## config.mk

```make
export PLATFORM = sky130hd
export DESIGN_NAME = fs_fault_supervisor
export DESIGN_NICKNAME = d
export VERILOG_FILES = /design/src/hw/fs_pkg.sv /design/src/hw/fs_fault_supervisor.sv /design/src/hw/fs_filter.sv
export SDC_FILE = /design/constraint.sdc
export NUM_CORES = 1
export LEC_CHECK = 0
export BUFFER_PORTS_ARGS = -buffer_cell sky130_fd_sc_hd__buf_2
export CAP_MARGIN = 20
export CORE_UTILIZATION = 36
export DETAILED_ROUTE_END_ITERATION = 8
export GPL_TIMING_DRIVEN = 1
export MAX_ROUTING_LAYER = met4
export PLACE_DENSITY_LB_ADDON = 0.1
export SYNTH_ARGS = -nofsm -noshare
export SYNTH_HDL_FRONTEND = slang
export SYNTH_HIERARCHICAL = 1
export SYNTH_SLANG_ARGS = --single-unit
```

## constraint.sdc

```tcl
create_clock -name clk_i -period 2.9 [get_ports clk_i]
set_input_delay 0.87 -clock clk_i [delete_from_list [all_inputs] [get_ports clk_i]]
set_output_delay 0.87 -clock clk_i [all_outputs]
set_load 0.02 [all_outputs]
```

## src/hw/fs_pkg.sv

```systemverilog
// Purpose: Shared constants and types of the fault supervisor
// Assumes: One 125 MHz clock, filters count in clock cycles
// Notes:   Filter lengths are plain defaults, tune per product
package fs_pkg;

   // ---------------------------------------------------------------
   // Timing constants
   // ---------------------------------------------------------------
   localparam int FS_CLK_NS       = 8;   // Clock period
   localparam int FS_FILT_W       = 8;   // Filter counter width
   localparam int FS_BATT_FILT_NS = 128; // Battery low filter time
   localparam int FS_OVC_FILT_NS  = 128; // Supply high filter time
   localparam int FS_TSD_FILT_NS  = 128; // Overtemp filter time
   // Least times, rounded up to whole cycles
   localparam int FS_BATT_FILT_CYC =
      (FS_BATT_FILT_NS + FS_CLK_NS - 1) / FS_CLK_NS;
   localparam int FS_OVC_FILT_CYC =
      (FS_OVC_FILT_NS + FS_CLK_NS - 1) / FS_CLK_NS;
   localparam int FS_TSD_FILT_CYC =
      (FS_TSD_FILT_NS + FS_CLK_NS - 1) / FS_CLK_NS;
   // Four short detect times, in cycles
   localparam logic [7:0] FS_SHORT_CYC_0 = 8'h04;
   localparam logic [7:0] FS_SHORT_CYC_1 = 8'h08;
   localparam logic [7:0] FS_SHORT_CYC_2 = 8'h10;
   localparam logic [7:0] FS_SHORT_CYC_3 = 8'h20;

   // ---------------------------------------------------------------
   // Reset values and codes
   // ---------------------------------------------------------------
   localparam logic [1:0] FS_BATT_MODE_RST  = 2'h1;
   localparam logic [1:0] FS_TIER_ACT_RST   = 2'h0;
   localparam logic [2:0] FS_SHORT_ACT_RST  = 3'h2;
   localparam logic [1:0] FS_BATT_NO_IND    = 2'h0; // Indicator unused
   localparam logic [1:0] FS_BATT_IND_LIVE  = 2'h2; // Low while active
   localparam logic [1:0] FS_TIER_HOLD      = 2'h3; // Off until clear
   localparam logic [2:0] FS_SHORT_OFF_CODE = 3'h7; // Detection off
   localparam int         FS_RAW_W          = 20;   // Raw pin inputs

   // ---------------------------------------------------------------
   // Carriers
   // ---------------------------------------------------------------
   typedef struct packed {
      logic [1:0] battery_low_mode;
      logic [1:0] supply_high_action;
      logic [1:0] overtemp_action;
      logic [2:0] short_action;
      logic [1:0] short_threshold;
      logic [1:0] short_time;
   } fs_cfg_t;

   typedef struct packed {
      logic battery_low;
      logic supply_high;
      logic overtemp;
      logic short_circuit;
   } fs_clear_t;

   typedef struct packed {
      logic       battery_low;
      logic       supply_high;
      logic [2:0] overtemp;
      logic [5:0] short_flags; // [5:3] high-side, [2:0] low-side
   } fs_flags_t;

   typedef enum logic [2:0] {
      FS_ST_OFF, FS_ST_LOGIC_SELF_TEST, FS_ST_ANALOG_SELF_TEST, FS_ST_RUN, FS_ST_FAIL
   } fs_state_t;

   // Shutdown tier of a 2-bit action: {osc, pump, predriver}
   function automatic logic [2:0] fs_tier_off(input logic [1:0] act);
      case (act)
         2'h0:    fs_tier_off = 3'h1;
         2'h1:    fs_tier_off = 3'h3;
         2'h2:    fs_tier_off = 3'h7;
         default: fs_tier_off = 3'h3;
      endcase
   endfunction

   // Whether a short action keeps circuits off until flags clear
   function automatic logic fs_short_hold(input logic [2:0] act);
      fs_short_hold = (act == 3'h2) || (act == 3'h4) || (act == 3'h6);
   endfunction

endpackage

```

## src/hw/fs_fault_supervisor.sv

```systemverilog
// Purpose: Fault supervision of a three-phase gate pre-driver
// Assumes: Comparators and drive inputs arrive asynchronously
// Notes:   Clear strobes and config come from same-clock logic
`timescale 1ns/100ps
`default_nettype none
module fs_fault_supervisor
   import fs_pkg::*;
(
   input  wire logic             clk_i,              // 125 MHz clock
   input  wire logic             resetn_i,           // Sync, active low
   input  wire logic [1:0]       battery_low_cmp_i,  // Raw comparators
   input  wire logic [1:0]       logic_low_cmp_i,    // Raw comparators
   input  wire logic             supply_high_cmp_i,  // Raw comparator
   input  wire logic [2:0]       overtemp_cmp_i,     // Raw comparators
   input  wire logic [2:0]       short_low_cmp_i,    // Low-side cmp
   input  wire logic [2:0]       short_high_cmp_i,   // High-side cmp
   input  wire logic [2:0]       phase_low_drive_in_i,  // W,V,U
   input  wire logic [2:0]       phase_high_drive_in_i, // W,V,U
   input  wire fs_pkg::fs_cfg_t  cfg_i,              // Host settings
   input  wire fs_pkg::fs_clear_t clear_i,           // Clear pulses
   input  wire logic             logic_self_test_done_i,
   input  wire logic             logic_self_test_ok_i,
   input  wire logic             analog_self_test_done_i,
   input  wire logic             analog_self_test_ok_i,
   output logic                  logic_self_test_start_o,  // Pulse
   output logic                  analog_self_test_start_o, // Pulse
   output fs_pkg::fs_flags_t     flags_o,            // Sticky flags
   output logic                  fault_indicator_n_o,// Low on fault
   output logic                  power_good_o,       // Logic supply ok
   output logic [2:0]            predriver_en_o,     // Per phase
   output logic                  charge_pump_en_o,   // Pump enable
   output logic                  oscillator_en_o,    // Oscillator enable
   output logic [2:0]            phase_high_gate_out_o, // Gated drive
   output logic [2:0]            phase_low_gate_out_o,  // Gated drive
   output logic [1:0]            short_threshold_o   // To comparators
);

   // ---------------------------------------------------------------
   // Input synchroniser
   // ---------------------------------------------------------------
   logic [FS_RAW_W-1:0] raw;        // Pin inputs gathered
   logic [FS_RAW_W-1:0] sync1;      // First stage, read by sync2 only
   logic [FS_RAW_W-1:0] sync2;      // Safe for logic
   assign raw = {battery_low_cmp_i, logic_low_cmp_i, supply_high_cmp_i,
                 overtemp_cmp_i, short_low_cmp_i, short_high_cmp_i,
                 phase_low_drive_in_i, phase_high_drive_in_i};

   // Two flip-flops per pin
   always_ff @(posedge clk_i) begin
      if (!resetn_i) begin
         sync1 <= '0;
         sync2 <= '0;
      end else begin
         sync1 <= raw;
         sync2 <= sync1;
      end
   end

   logic [1:0] batt_s;              // Synced battery comparators
   logic [1:0] vcl_s;               // Synced logic-supply comparators
   logic       ovc_s;               // Synced supply-high comparator
   logic [2:0] tsd_s;               // Synced overtemp comparators
   logic [2:0] shl_s, shh_s;        // Synced short comparators
   logic [2:0] lo_drv, hi_drv;      // Synced drive inputs
   assign {batt_s, vcl_s, ovc_s, tsd_s, shl_s, shh_s, lo_drv, hi_drv}
      = sync2;

   // ---------------------------------------------------------------
   // Filters
   // ---------------------------------------------------------------
   fs_cfg_t             eff;        // Effective modes
   logic [1:0]          batt_f;     // Filtered battery paths
   logic                ovc_active; // Filtered supply high
   logic [2:0]          tsd_f;      // Filtered overtemp paths
   logic [5:0]          short_f;    // Filtered short paths
   logic [5:0]          short_raw;  // Unfiltered short conditions
   logic [FS_FILT_W-1:0] short_len; // Selected detect time
   logic                short_on;   // Detection enabled

   always_comb begin
      case (cfg_i.short_time)
         2'h0:    short_len = FS_SHORT_CYC_0;
         2'h1:    short_len = FS_SHORT_CYC_1;
         2'h2:    short_len = FS_SHORT_CYC_2;
         default: short_len = FS_SHORT_CYC_3;
      endcase
   end

   assign short_on = (eff.short_action != FS_SHORT_OFF_CODE);
   assign short_raw = {shh_s & hi_drv, shl_s & lo_drv} &
                      {6{short_on}};

   for (genvar i = 0; i < 2; i++) begin : g_batt
      fs_filter #(.W(FS_FILT_W)) u_filt (
         .clk_i    (clk_i),
         .resetn_i (resetn_i),
         .in_i     (batt_s[i]),
         .len_i    (FS_FILT_W'(FS_BATT_FILT_CYC)),
         .out_o    (batt_f[i])
      );
   end

   for (genvar i = 0; i < 3; i++) begin : g_tsd
      fs_filter #(.W(FS_FILT_W)) u_filt (
         .clk_i    (clk_i),
         .resetn_i (resetn_i),
         .in_i     (tsd_s[i]),
         .len_i    (FS_FILT_W'(FS_TSD_FILT_CYC)),
         .out_o    (tsd_f[i])
      );
   end

   // Six short paths with selectable time
   for (genvar i = 0; i < 6; i++) begin : g_short
      fs_filter #(.W(FS_FILT_W)) u_filt (
         .clk_i    (clk_i),
         .resetn_i (resetn_i),
         .in_i     (short_raw[i]),
         .len_i    (short_len),
         .out_o    (short_f[i])
      );
   end

   fs_filter #(.W(FS_FILT_W)) u_ovc (
      .clk_i    (clk_i),
      .resetn_i (resetn_i),
      .in_i     (ovc_s),
      .len_i    (FS_FILT_W'(FS_OVC_FILT_CYC)),
      .out_o    (ovc_active)
   );

   logic batt_active;               // Battery low declared
   logic vcl_active;                // Logic supply low declared
   assign batt_active = |batt_f;
   assign vcl_active  = |vcl_s;

   // ---------------------------------------------------------------
   // Power-up and self-test sequence
   // ---------------------------------------------------------------
   fs_state_t state, next_state;    // Sequencer
   logic      logic_self_test_ok, next_logic_self_test_ok; // Logic test result
   logic      next_lstart, next_astart;

   // Sequencer next state
   always_comb begin
      next_state    = state;
      next_logic_self_test_ok = logic_self_test_ok;
      next_lstart   = 1'b0;
      next_astart   = 1'b0;
      case (state)
         FS_ST_OFF: begin
            if (!vcl_active) begin
               next_state  = FS_ST_LOGIC_SELF_TEST;
               next_lstart = 1'b1;
            end
         end
         FS_ST_LOGIC_SELF_TEST: begin
            // Analogue test runs even after logic failure
            if (logic_self_test_done_i) begin
               next_logic_self_test_ok = logic_self_test_ok_i;
               next_state    = FS_ST_ANALOG_SELF_TEST;
               next_astart   = 1'b1;
            end
         end
         FS_ST_ANALOG_SELF_TEST: begin
            if (analog_self_test_done_i) begin
               next_state = (logic_self_test_ok && analog_self_test_ok_i) ?
                            FS_ST_RUN : FS_ST_FAIL;
            end
         end
         default: ;
      endcase
      if (vcl_active) begin
         next_state  = FS_ST_OFF;
         next_lstart = 1'b0;
         next_astart = 1'b0;
      end
   end

   // Sequencer registers
   always_ff @(posedge clk_i) begin
      if (!resetn_i) begin
         state                    <= FS_ST_OFF;
         logic_self_test_ok                 <= 1'b0;
         logic_self_test_start_o  <= 1'b0;
         analog_self_test_start_o <= 1'b0;
      end else begin
         state                    <= next_state;
         logic_self_test_ok                 <= next_logic_self_test_ok;
         logic_self_test_start_o  <= next_lstart;
         analog_self_test_start_o <= next_astart;
      end
   end

   // ---------------------------------------------------------------
   // Flags and effective modes
   // ---------------------------------------------------------------
   fs_cfg_t   next_eff;
   fs_flags_t next_flags;

   // Set wins over clear; clear refused while active
   always_comb begin
      next_flags = flags_o;
      next_eff   = eff;
      next_flags.battery_low = batt_active ||
         (flags_o.battery_low && !clear_i.battery_low);
      // Supply high flag held while active
      next_flags.supply_high = ovc_active ||
         (flags_o.supply_high && !clear_i.supply_high);
      // Overtemp flags held while any active
      next_flags.overtemp = tsd_f |
         (flags_o.overtemp & {3{!(clear_i.overtemp && !(|tsd_f))}});
      // Short flags, cleared only when released
      next_flags.short_flags = short_f |
         (flags_o.short_flags &
          {6{!(clear_i.short_circuit && !(|short_f))}});
      // Battery mode latched only when quiet
      if (!batt_active && !flags_o.battery_low) begin
         next_eff.battery_low_mode = cfg_i.battery_low_mode;
      end
      // Supply high mode latched only when quiet
      if (!ovc_active && !flags_o.supply_high) begin
         next_eff.supply_high_action = cfg_i.supply_high_action;
      end
      // Overtemp mode latched only when quiet
      if (!(|tsd_f) && !(|flags_o.overtemp)) begin
         next_eff.overtemp_action = cfg_i.overtemp_action;
      end
      // Short mode latched only when quiet
      if (!(|short_f) && !(|flags_o.short_flags)) begin
         next_eff.short_action = cfg_i.short_action;
      end
      next_eff.short_threshold = cfg_i.short_threshold;
      next_eff.short_time      = cfg_i.short_time;
   end

   // Flag and mode registers
   always_ff @(posedge clk_i) begin
      if (!resetn_i) begin
         flags_o                <= '0;
         eff.battery_low_mode   <= FS_BATT_MODE_RST;
         eff.supply_high_action <= FS_TIER_ACT_RST;
         eff.overtemp_action    <= FS_TIER_ACT_RST;
         eff.short_action       <= FS_SHORT_ACT_RST;
         eff.short_threshold    <= '0;
         eff.short_time         <= '0;
      end else begin
         flags_o <= next_flags;
         eff     <= next_eff;
      end
   end

   // ---------------------------------------------------------------
   // Shutdown and outputs
   // ---------------------------------------------------------------
   logic [2:0] ovc_off, tsd_off;    // Tier off, {osc, pump, pd}
   logic [2:0] ph_fault, ph_flag;   // Per-phase short state
   logic [2:0] sh_sel, sh_off;      // Phases turned off by shorts
   logic       sh_pump_off;         // Shorts stop the pump
   logic       run, ind_low;
   logic [2:0] next_pd;
   logic       next_cp, next_osc, next_ind_n, next_pg;

   // Supply high and overtemp shutdown tiers
   always_comb begin
      ovc_off = '0;
      tsd_off = '0;
      // Hold code keys on flag, others on level
      if (ovc_active || (flags_o.supply_high &&
          eff.supply_high_action == FS_TIER_HOLD)) begin
         ovc_off = fs_tier_off(eff.supply_high_action);
      end
      // Hold code keys on flags, others on level
      if ((|tsd_f) || ((|flags_o.overtemp) &&
          eff.overtemp_action == FS_TIER_HOLD)) begin
         tsd_off = fs_tier_off(eff.overtemp_action);
      end
   end

   assign ph_fault = short_f[5:3] | short_f[2:0];
   assign ph_flag  = flags_o.short_flags[5:3] |
                     flags_o.short_flags[2:0];
   assign sh_sel = fs_short_hold(eff.short_action) ? ph_flag : ph_fault;

   always_comb begin
      sh_off      = '0;
      sh_pump_off = 1'b0;
      case (eff.short_action)
         3'h1, 3'h2: sh_off = sh_sel;
         3'h3, 3'h4: sh_off = {3{|sh_sel}};
         3'h5, 3'h6: begin
            sh_off      = {3{|sh_sel}};
            sh_pump_off = |sh_sel;
         end
         default: sh_off = '0;
      endcase
   end

   assign run = (state == FS_ST_RUN);

   always_comb begin
      ind_low = (|flags_o.overtemp) || flags_o.supply_high ||
                (|flags_o.short_flags) || !run;
      if (eff.battery_low_mode == FS_BATT_IND_LIVE) begin
         ind_low = ind_low || batt_active;
      end else if (eff.battery_low_mode != FS_BATT_NO_IND) begin
         ind_low = ind_low || flags_o.battery_low;
      end
   end

   // Enable computation
   always_comb begin
      next_pd = {3{run && !vcl_active && !batt_active && !ovc_off[0] &&
                   !tsd_off[0]}} & ~sh_off;
      next_cp = run && !vcl_active && !ovc_off[1] && !tsd_off[1] &&
                !sh_pump_off;
      // Oscillator off while logic supply low
      next_osc   = (state != FS_ST_OFF) && !vcl_active && !ovc_off[2] &&
                   !tsd_off[2];
      next_pg    = !vcl_active;
      next_ind_n = !ind_low;
   end

   // Output registers
   always_ff @(posedge clk_i) begin
      if (!resetn_i) begin
         predriver_en_o        <= '0;
         charge_pump_en_o      <= 1'b0;
         oscillator_en_o       <= 1'b0;
         power_good_o          <= 1'b0;
         fault_indicator_n_o   <= 1'b0;
         phase_high_gate_out_o <= '0;
         phase_low_gate_out_o  <= '0;
         short_threshold_o     <= '0;
      end else begin
         predriver_en_o        <= next_pd;
         charge_pump_en_o      <= next_cp;
         oscillator_en_o       <= next_osc;
         power_good_o          <= next_pg;
         fault_indicator_n_o   <= next_ind_n;
         phase_high_gate_out_o <= hi_drv & next_pd;
         phase_low_gate_out_o  <= lo_drv & next_pd;
         short_threshold_o     <= eff.short_threshold;
      end
   end
endmodule // fs_fault_supervisor
`default_nettype wire

```

## src/hw/fs_filter.sv

```systemverilog
// Purpose: Digital filter, output high after input held high
// Assumes: Input already synchronised to clk_i
// Notes:   Input low clears the output in the next cycle
`timescale 1ns/100ps
`default_nettype none
module fs_filter #(
   parameter int W = 8                       // Counter width
) (
   input  wire logic         clk_i,           // System clock
   input  wire logic         resetn_i,        // Sync reset, active low
   input  wire logic         in_i,            // Level to filter
   input  wire logic [W-1:0] len_i,           // Cycles to confirm
   output logic              out_o            // Confirmed level
);

   logic [W-1:0] cnt;                         // Cycles seen high
   logic [W-1:0] next_cnt;
   logic         next_out;

   // ---------------------------------------------------------------
   // Count while high, confirm at length
   // ---------------------------------------------------------------
   always_comb begin
      next_cnt = '0;
      next_out = 1'b0;
      if (in_i) begin
         next_cnt = (cnt >= len_i) ? cnt : W'(cnt + 1'b1);
         next_out = (W'(cnt + 1'b1) >= len_i);
      end
   end

   // Register stage
   always_ff @(posedge clk_i) begin
      if (!resetn_i) begin
         cnt   <= '0;
         out_o <= 1'b0;
      end else begin
         cnt   <= next_cnt;
         out_o <= next_out;
      end
   end

endmodule // fs_filter
`default_nettype wire

```

# Word level (Yosys, flattened, before mapping)
# Index checks and enable logic that the tools add are counted.
[totals] regBits=191 input_bits=43 output_inout_bits=28 wordCells=220
[op_classes] add_sub_neg=12 n_lt_le_gt_ge=24 n_eq_ne=19 mux=16 bitwise_logic=15 reduce_logical=87
[ops] operator="8-bit by 1-bit adder with 8-bit output, second input constant" n=12
[ops] operator="8-bit by 5-bit greater-or-equal comparator with 1-bit output, second input constant" n=12
[ops] operator="8-bit by 6-bit greater-or-equal comparator with 1-bit output" n=12
[ops] operator="2-bit AND reduction" n=13
[ops] operator="1-bit zero test" n=22
[ops] operator="1-bit logical AND" n=21
[ops] operator="3-bit AND" n=6
[ops] operator="3-bit two-way mux" n=6
[ops] operator="3-bit case mux with 2 select lines" n=3
[ops] operator="6-bit case mux with 3 select lines" n=1
[ops] operator="6-bit AND" n=2
[ops] operator="2-bit == test, second input constant" n=6
[ops] operator="3-bit by 2-bit == test with 1-bit output, second input constant" n=4
[ops] operator="3-bit OR reduction" n=4
[ops] operator="6-bit OR reduction" n=2
[ops] operator="1-bit logical OR" n=11
[ops] operator="3-bit == test, second input constant" n=3
[ops] operator="3-bit bitwise OR" n=3
[ops] operator="3-bit case mux with 3 select lines" n=1
[ops] operator="2-bit OR reduction" n=4
[ops] operator="4-bit OR reduction" n=2
[ops] operator="3-bit by 1-bit == test with 1-bit output, second input constant" n=2
[ops] operator="2-bit zero test" n=3
[ops] operator="6-bit bitwise OR" n=1
[ops] operator="other kinds (10)" n=17

# Depth between registers and ports, before layout
[depth] word_depth=9 mapped_depth=9 mapped_depth_nobuf=9

# Hierarchy
# Netlist, hierarchy kept.
[by_module_without_submodules] module="fs_filter" n_inst=12 cells_per_inst=94 area_each_um2=843.3 seq_area_each_um2=180.2
[by_module_without_submodules] module="fs_fault_supervisor" n_inst=1 cells_per_inst=279 area_each_um2=2870.3 seq_area_each_um2=1661.6

# Worst setup path before layout
# OpenSTA, ideal clock, no wires.
[synth_path] kind="in2reg" startpoint="in cfg_i[0] (netlist name)" endpoint="reg g_short[0].u_filt.cnt[1]" setup_ps=71 arrival_time_ps=2517 t_required_ps=2829 path_slack_ps=312 stages=8 path_buffers=1 cell_sequence="and2_1 > inv_1 > ha_1 > and3_1 > a221o_1 > buf_2 > or3b_1 > a21oi_1"
[synth_between] elab_chain_cells=3 word_cells_on_any_way=5 classes_between="order compare: 1; eq/ne: 2; mux: 1; reduce/logical: 1"
[synth_rtl] item="start, declared" line="fs_fault_supervisor.sv:19" source="input wire fs_pkg::fs_cfg_t cfg_i,"
[synth_rtl] item="2-bit == test (tied with other cells)" line="fs_fault_supervisor.sv:81" source="case (cfg_i.short_time)"
[synth_rtl] item="6-bit case mux with 3 select lines (*)" line="fs_fault_supervisor.sv:81"
[synth_rtl] item="8-bit by 6-bit greater-or-equal comparator with 1-bit output (*)" line="fs_filter.sv:27" source="next_cnt = (cnt >= len_i) ? cnt : W'(cnt + 1'b1);"
[synth_rtl] item="end signal, assigned" line="fs_filter.sv:38" source="cnt <= next_cnt;"
[synth_rtl] item="end, declared" line="fs_filter.sv:16" source="logic [W-1:0] cnt;"
# Mark *: on every way between the ends. The rest lies on a longest branch, timed or not.
# A chain may end at the register's enable or synchronous reset.

# Worst setup path in the final report
[layout_path] startpoint="reg u_ovc.cnt[0]" endpoint="reg u_ovc.out_o"
[layout_between] elab_chain_cells=2
[layout_rtl] item="start, declared" line="fs_filter.sv:16"
[layout_rtl] item="start signal, assigned" line="fs_filter.sv:38"
[layout_rtl] item="8-bit by 1-bit adder with 8-bit output" line="fs_filter.sv:28" source="next_out = (W'(cnt + 1'b1) >= len_i);"
[layout_rtl] item="8-bit by 5-bit greater-or-equal comparator with 1-bit output" line="fs_filter.sv:28"
[layout_rtl] item="end signal, assigned" line="fs_filter.sv:39" source="out_o <= next_out;"
[layout_rtl] item="end, declared" line="fs_filter.sv:13" source="output logic out_o"
# Every way passes these cells.

==> results.yml <==
cts:
  htreeDepth: 4
  clock_tree.buffer_depth: 2
  cts_root_buf: "clkbuf_16"
  tritoncts_num_sinks: 191
  ctsHoldBuffers: 0
  clock_tree_from_tritoncts: "yes"
  worst_setup_hold_path_clk_slew_ps: 80
  tritoncts.num_buffers: 17
  worstSkewPairLatency_ps: 450
  buffer_count_from_post_cts_setup_fixing: 0
  cts_resized: 0
timing:
  max_freq_mhz: 383
  fin_worst_skew_ps: 12.0
  rsz0062_at_grt: "false"
  finalHoldViolCount: 0
  setup_failing_eps_final: 0
  max-slew-margin-rel: 0.421
  finalWorstPathRequiredPeriod_ps: 2610
  timing_worst_slew_pin_value_ps: 864
  final_max_slew_viol_count: 0
  min_period_over_period: 0.900
final_layout:
  multiInputGateArea_sq_mm: 0.00877
  antennaDiodeCount: 0
  total_nets_final: 1815
  final.fill_count: 3610
  post-route-util: 0.417
  drive_above_1_share: 0.124
  area_growth_syn_to_layout_pct: 14.2
  seq_area_sq_mm: 0.00382
  postLayoutCellArea_sq_mm: 0.0148
hold_path:
  hold_path_startpoint: "sync1[11]"
  hold_path.class: "register to register"
flow_run:
  drv.max_cap_violation_count: 0
placement:
  gp_congestion: 0.785
  detailed_place.area_sq_mm: 0.0142
  placement.io_buffers: 70
  hpwlAfterDp_um: 21600
global_routing:
  grt_remaining_overflow: 0
  global_route.usage.total: 0.167
  grt_pass1_vias: 9689
  largest_net_degree_at_the_start_of_global_routing: 78
  grt_first_pass_wirelength_um: 48100
  antenna_found_initial: 0
logic_synthesis:
  ys_seq_elements: 191
  yosys.cell_count.top_type: "ha_1"
  synth_edf_count: 0
  top_cells_by_instance_count_after_synthesis: "204 x ha_1, 191 x dfxtp_1, 123 x inv_1, 119 x a21oi_1"
  synth-simple-area-share: 0.207
  synth_ff_type: "dfxtp_1"
  number_of_instances_in_the_synthesized_netlist: 1407
  mean_instance_size_in_the_synthesized_netlist_sq_um: 9.23
  synth_top_area_cell: "dfxtp_1"
  dominant_combinational_cell_family_by_area_after_synthesis: "simple AND/OR/NAND/NOR gates"
  synth-warning-count: 6
  muxShareOfSynthArea: 0.00462
  xor_and_xnor_fraction_of_the_mapped_netlist_area: 0.0492
  synth-adder-area-share: 0.196
  synth-seq-area-share: 0.294
  synth_top_cells_by_area: "dfxtp_1 29%, ha_1 20%, a21oi_1 4.6%"
  synth_top_area_frac: 0.294
  synth_area_sq_mm: 0.0130
  ys_async_sr_fraction: 0
  synth_compound_gate_area_share: 0.194
  yosys.cell_types.count: 54
pwr:
  worst_ir_drop_on_vdd_v: 0.000409
  power_density_relative_to_cell_area_mw_per_mm2: 391
  p_int_mw: 4.36
  p_sw_mw: 1.43
  power.switching_fraction: 0.248
  p_clk_frac: 0.454
  total_leakage_power_nw: 6.28
  fraction_of_power_consumed_by_combinational_cells: 0.080
  flop_pwr_share: 0.466
floorplan:
  placement_rows: 69
  die_w_um: 192
  i_o_pins: 71
  floorplan_core_area_sq_mm: 0.0356
  dieHeight_um: 192
  initial_core_utilization: 0.365
  design.die.area_sq_mm: 0.0368
route:
  route.antenna.remaining_nets: 0
  remaining_drc_errors: 0
  firstDrtPassIters: 4
  via_per_inst: 4.99
  routed_wirelength_um: 28600
  drt-initial-drc-count: 445
  total_via_count_in_the_routed_design: 10183
  route.detailed.wl_per_inst_um: 14.0
worst_setup_path:
  critical_path_startpoint_category: "register"
  worst_ep_arrival_time_ps: 2910
  reg2regPathDepth: 9
  timing.setup.critical_path_class: "register to register"
  endpoint: "u_ovc/out_o"
  cp-startpoint: "u_ovc/cnt[0]"
  timing.critical_path.to_type: "register"
  reg2reg_from: "u_ovc/cnt[0]"
  r2r_end: "u_ovc/out_o"
  timing.critical_path.required_ps: 3200
  path_max_fanout: 6
  r2r_slack_ps: 290
run_status:
  outcome: "finished, final reports clean"
==> worst min path at each step <==
stage,depth (start not counted),slack [ps],endpoint
3_5_place_dp,1,420,sync2[15]
3_3_place_gp,1,410,sync2[19]
5_1_grt,1,450,sync2[11]
6_report,1,440,sync2[11]
2_1_floorplan,1,410,short_threshold_o[0]
4_1_cts,1,440,sync2[15]
==> power by group through the flow <==
stage / combinational, mW / sequential [mW] / clock [mW]
after floorplan: 0.327 / 2.75 / 0
after detailed placement: 0.457 / 2.76 / 0
after global placement: 0.456 / 2.76 / 0
after global routing: 0.535 / 2.70 / 2.85
after CTS: 0.462 / 2.70 / 2.73
final: 0.464 / 2.70 / 2.63
==> flip-flops by register name, indices dropped and copies added, names as in the netlist, 6 cells and up <==
name,cells
g_short.u_filt/cnt,48
g_tsd.u_filt/cnt,24
sync1,20
sync2,20
g_batt.u_filt/cnt,16
eff,11
flags_o,11
u_ovc/cnt,8
g_short.u_filt/out_o,6
==> metrics by stage <==
step                      instances  hold slack [ps]  power (mW)  setup TNS [ps]  worst slack [ps]
after floorplan                1489              412        3.08               0               312
after global placement         2010              412        3.21            -227             -28.5
after detailed placement       2010              417        3.22           -1400             -93.1
after CTS                      2042              435        5.89               0               346
after global routing           2042              449        6.09               0              86.9
final                          2042              436        5.79               0               289
==> critical path, stage by stage, from the launching register on <==
cell       delay, ps
dfxtp_1          440
ha_1             250
nand3_1          190
or2_1            330
xnor2_1          160
ha_1             270
o2111ai_1         90
a21oi_1           60
a2111oi_0        540
nor3_1           140
==> logic make-up (layout without fill, tap and decap cells) <==
| logic type | count (synthesis) | after routing |
|---|---|---|
| fa+ha+maj | 204 | 204 |
| other cells | 2 | 84 |
| simple gates | 427 | 427 |
| mux | 6 | 6 |
| xor+xnor | 73 | 73 |
| flops | 191 | 191 |
| buf+inv | 157 | 249 |
| compound gates | 347 | 347 |
==> layout by cell type (no fill, tap or decap), types with 17 or more instances in the layout <==
cell / netlist / final
a21o_1: 25 / 25
a21oi_1: 119 / 119
and2_1: 47 / 47
and3_1: 18 / 18
buf_2: 13 / 70
buf_4: 0 / 21
clkbuf_16: 0 / 17
conb_1: 2 / 84
dfxtp_1: 191 / 191
ha_1: 204 / 204
inv_1: 123 / 123
nand2_1: 64 / 64
nand3_1: 32 / 32
nor2_1: 54 / 54
nor2b_1: 17 / 17
nor3_1: 19 / 19
o21ai_0: 44 / 44
o31ai_1: 72 / 72
or4_1: 72 / 72
xnor2_1: 49 / 49
xor2_1: 24 / 24
==> routing by layer <==
metal,track usage,up-vias,part of all wire
li1,-,5392,-
met1,0.227,4675,0.52
met2,0.257,94,0.44
met3,0.0245,22,0.020
met4,0.0446,0,0.013
met5,-,-,0
==> final cells by class <==
| cell class | count | share of cell area |
|---|---|---|
| Multi-Input combinational cell | 1141 | 0.591 |
| Sequential cell | 191 | 0.258 |
| Tap cell | 461 | 0.0389 |
| Timing Repair Buffer | 93 | 0.0370 |
| Inverter | 124 | 0.0314 |
| Clock buffer | 17 | 0.0287 |
| Clock inverter | 15 | 0.0148 |
Power figures use the tool's default switching activity.
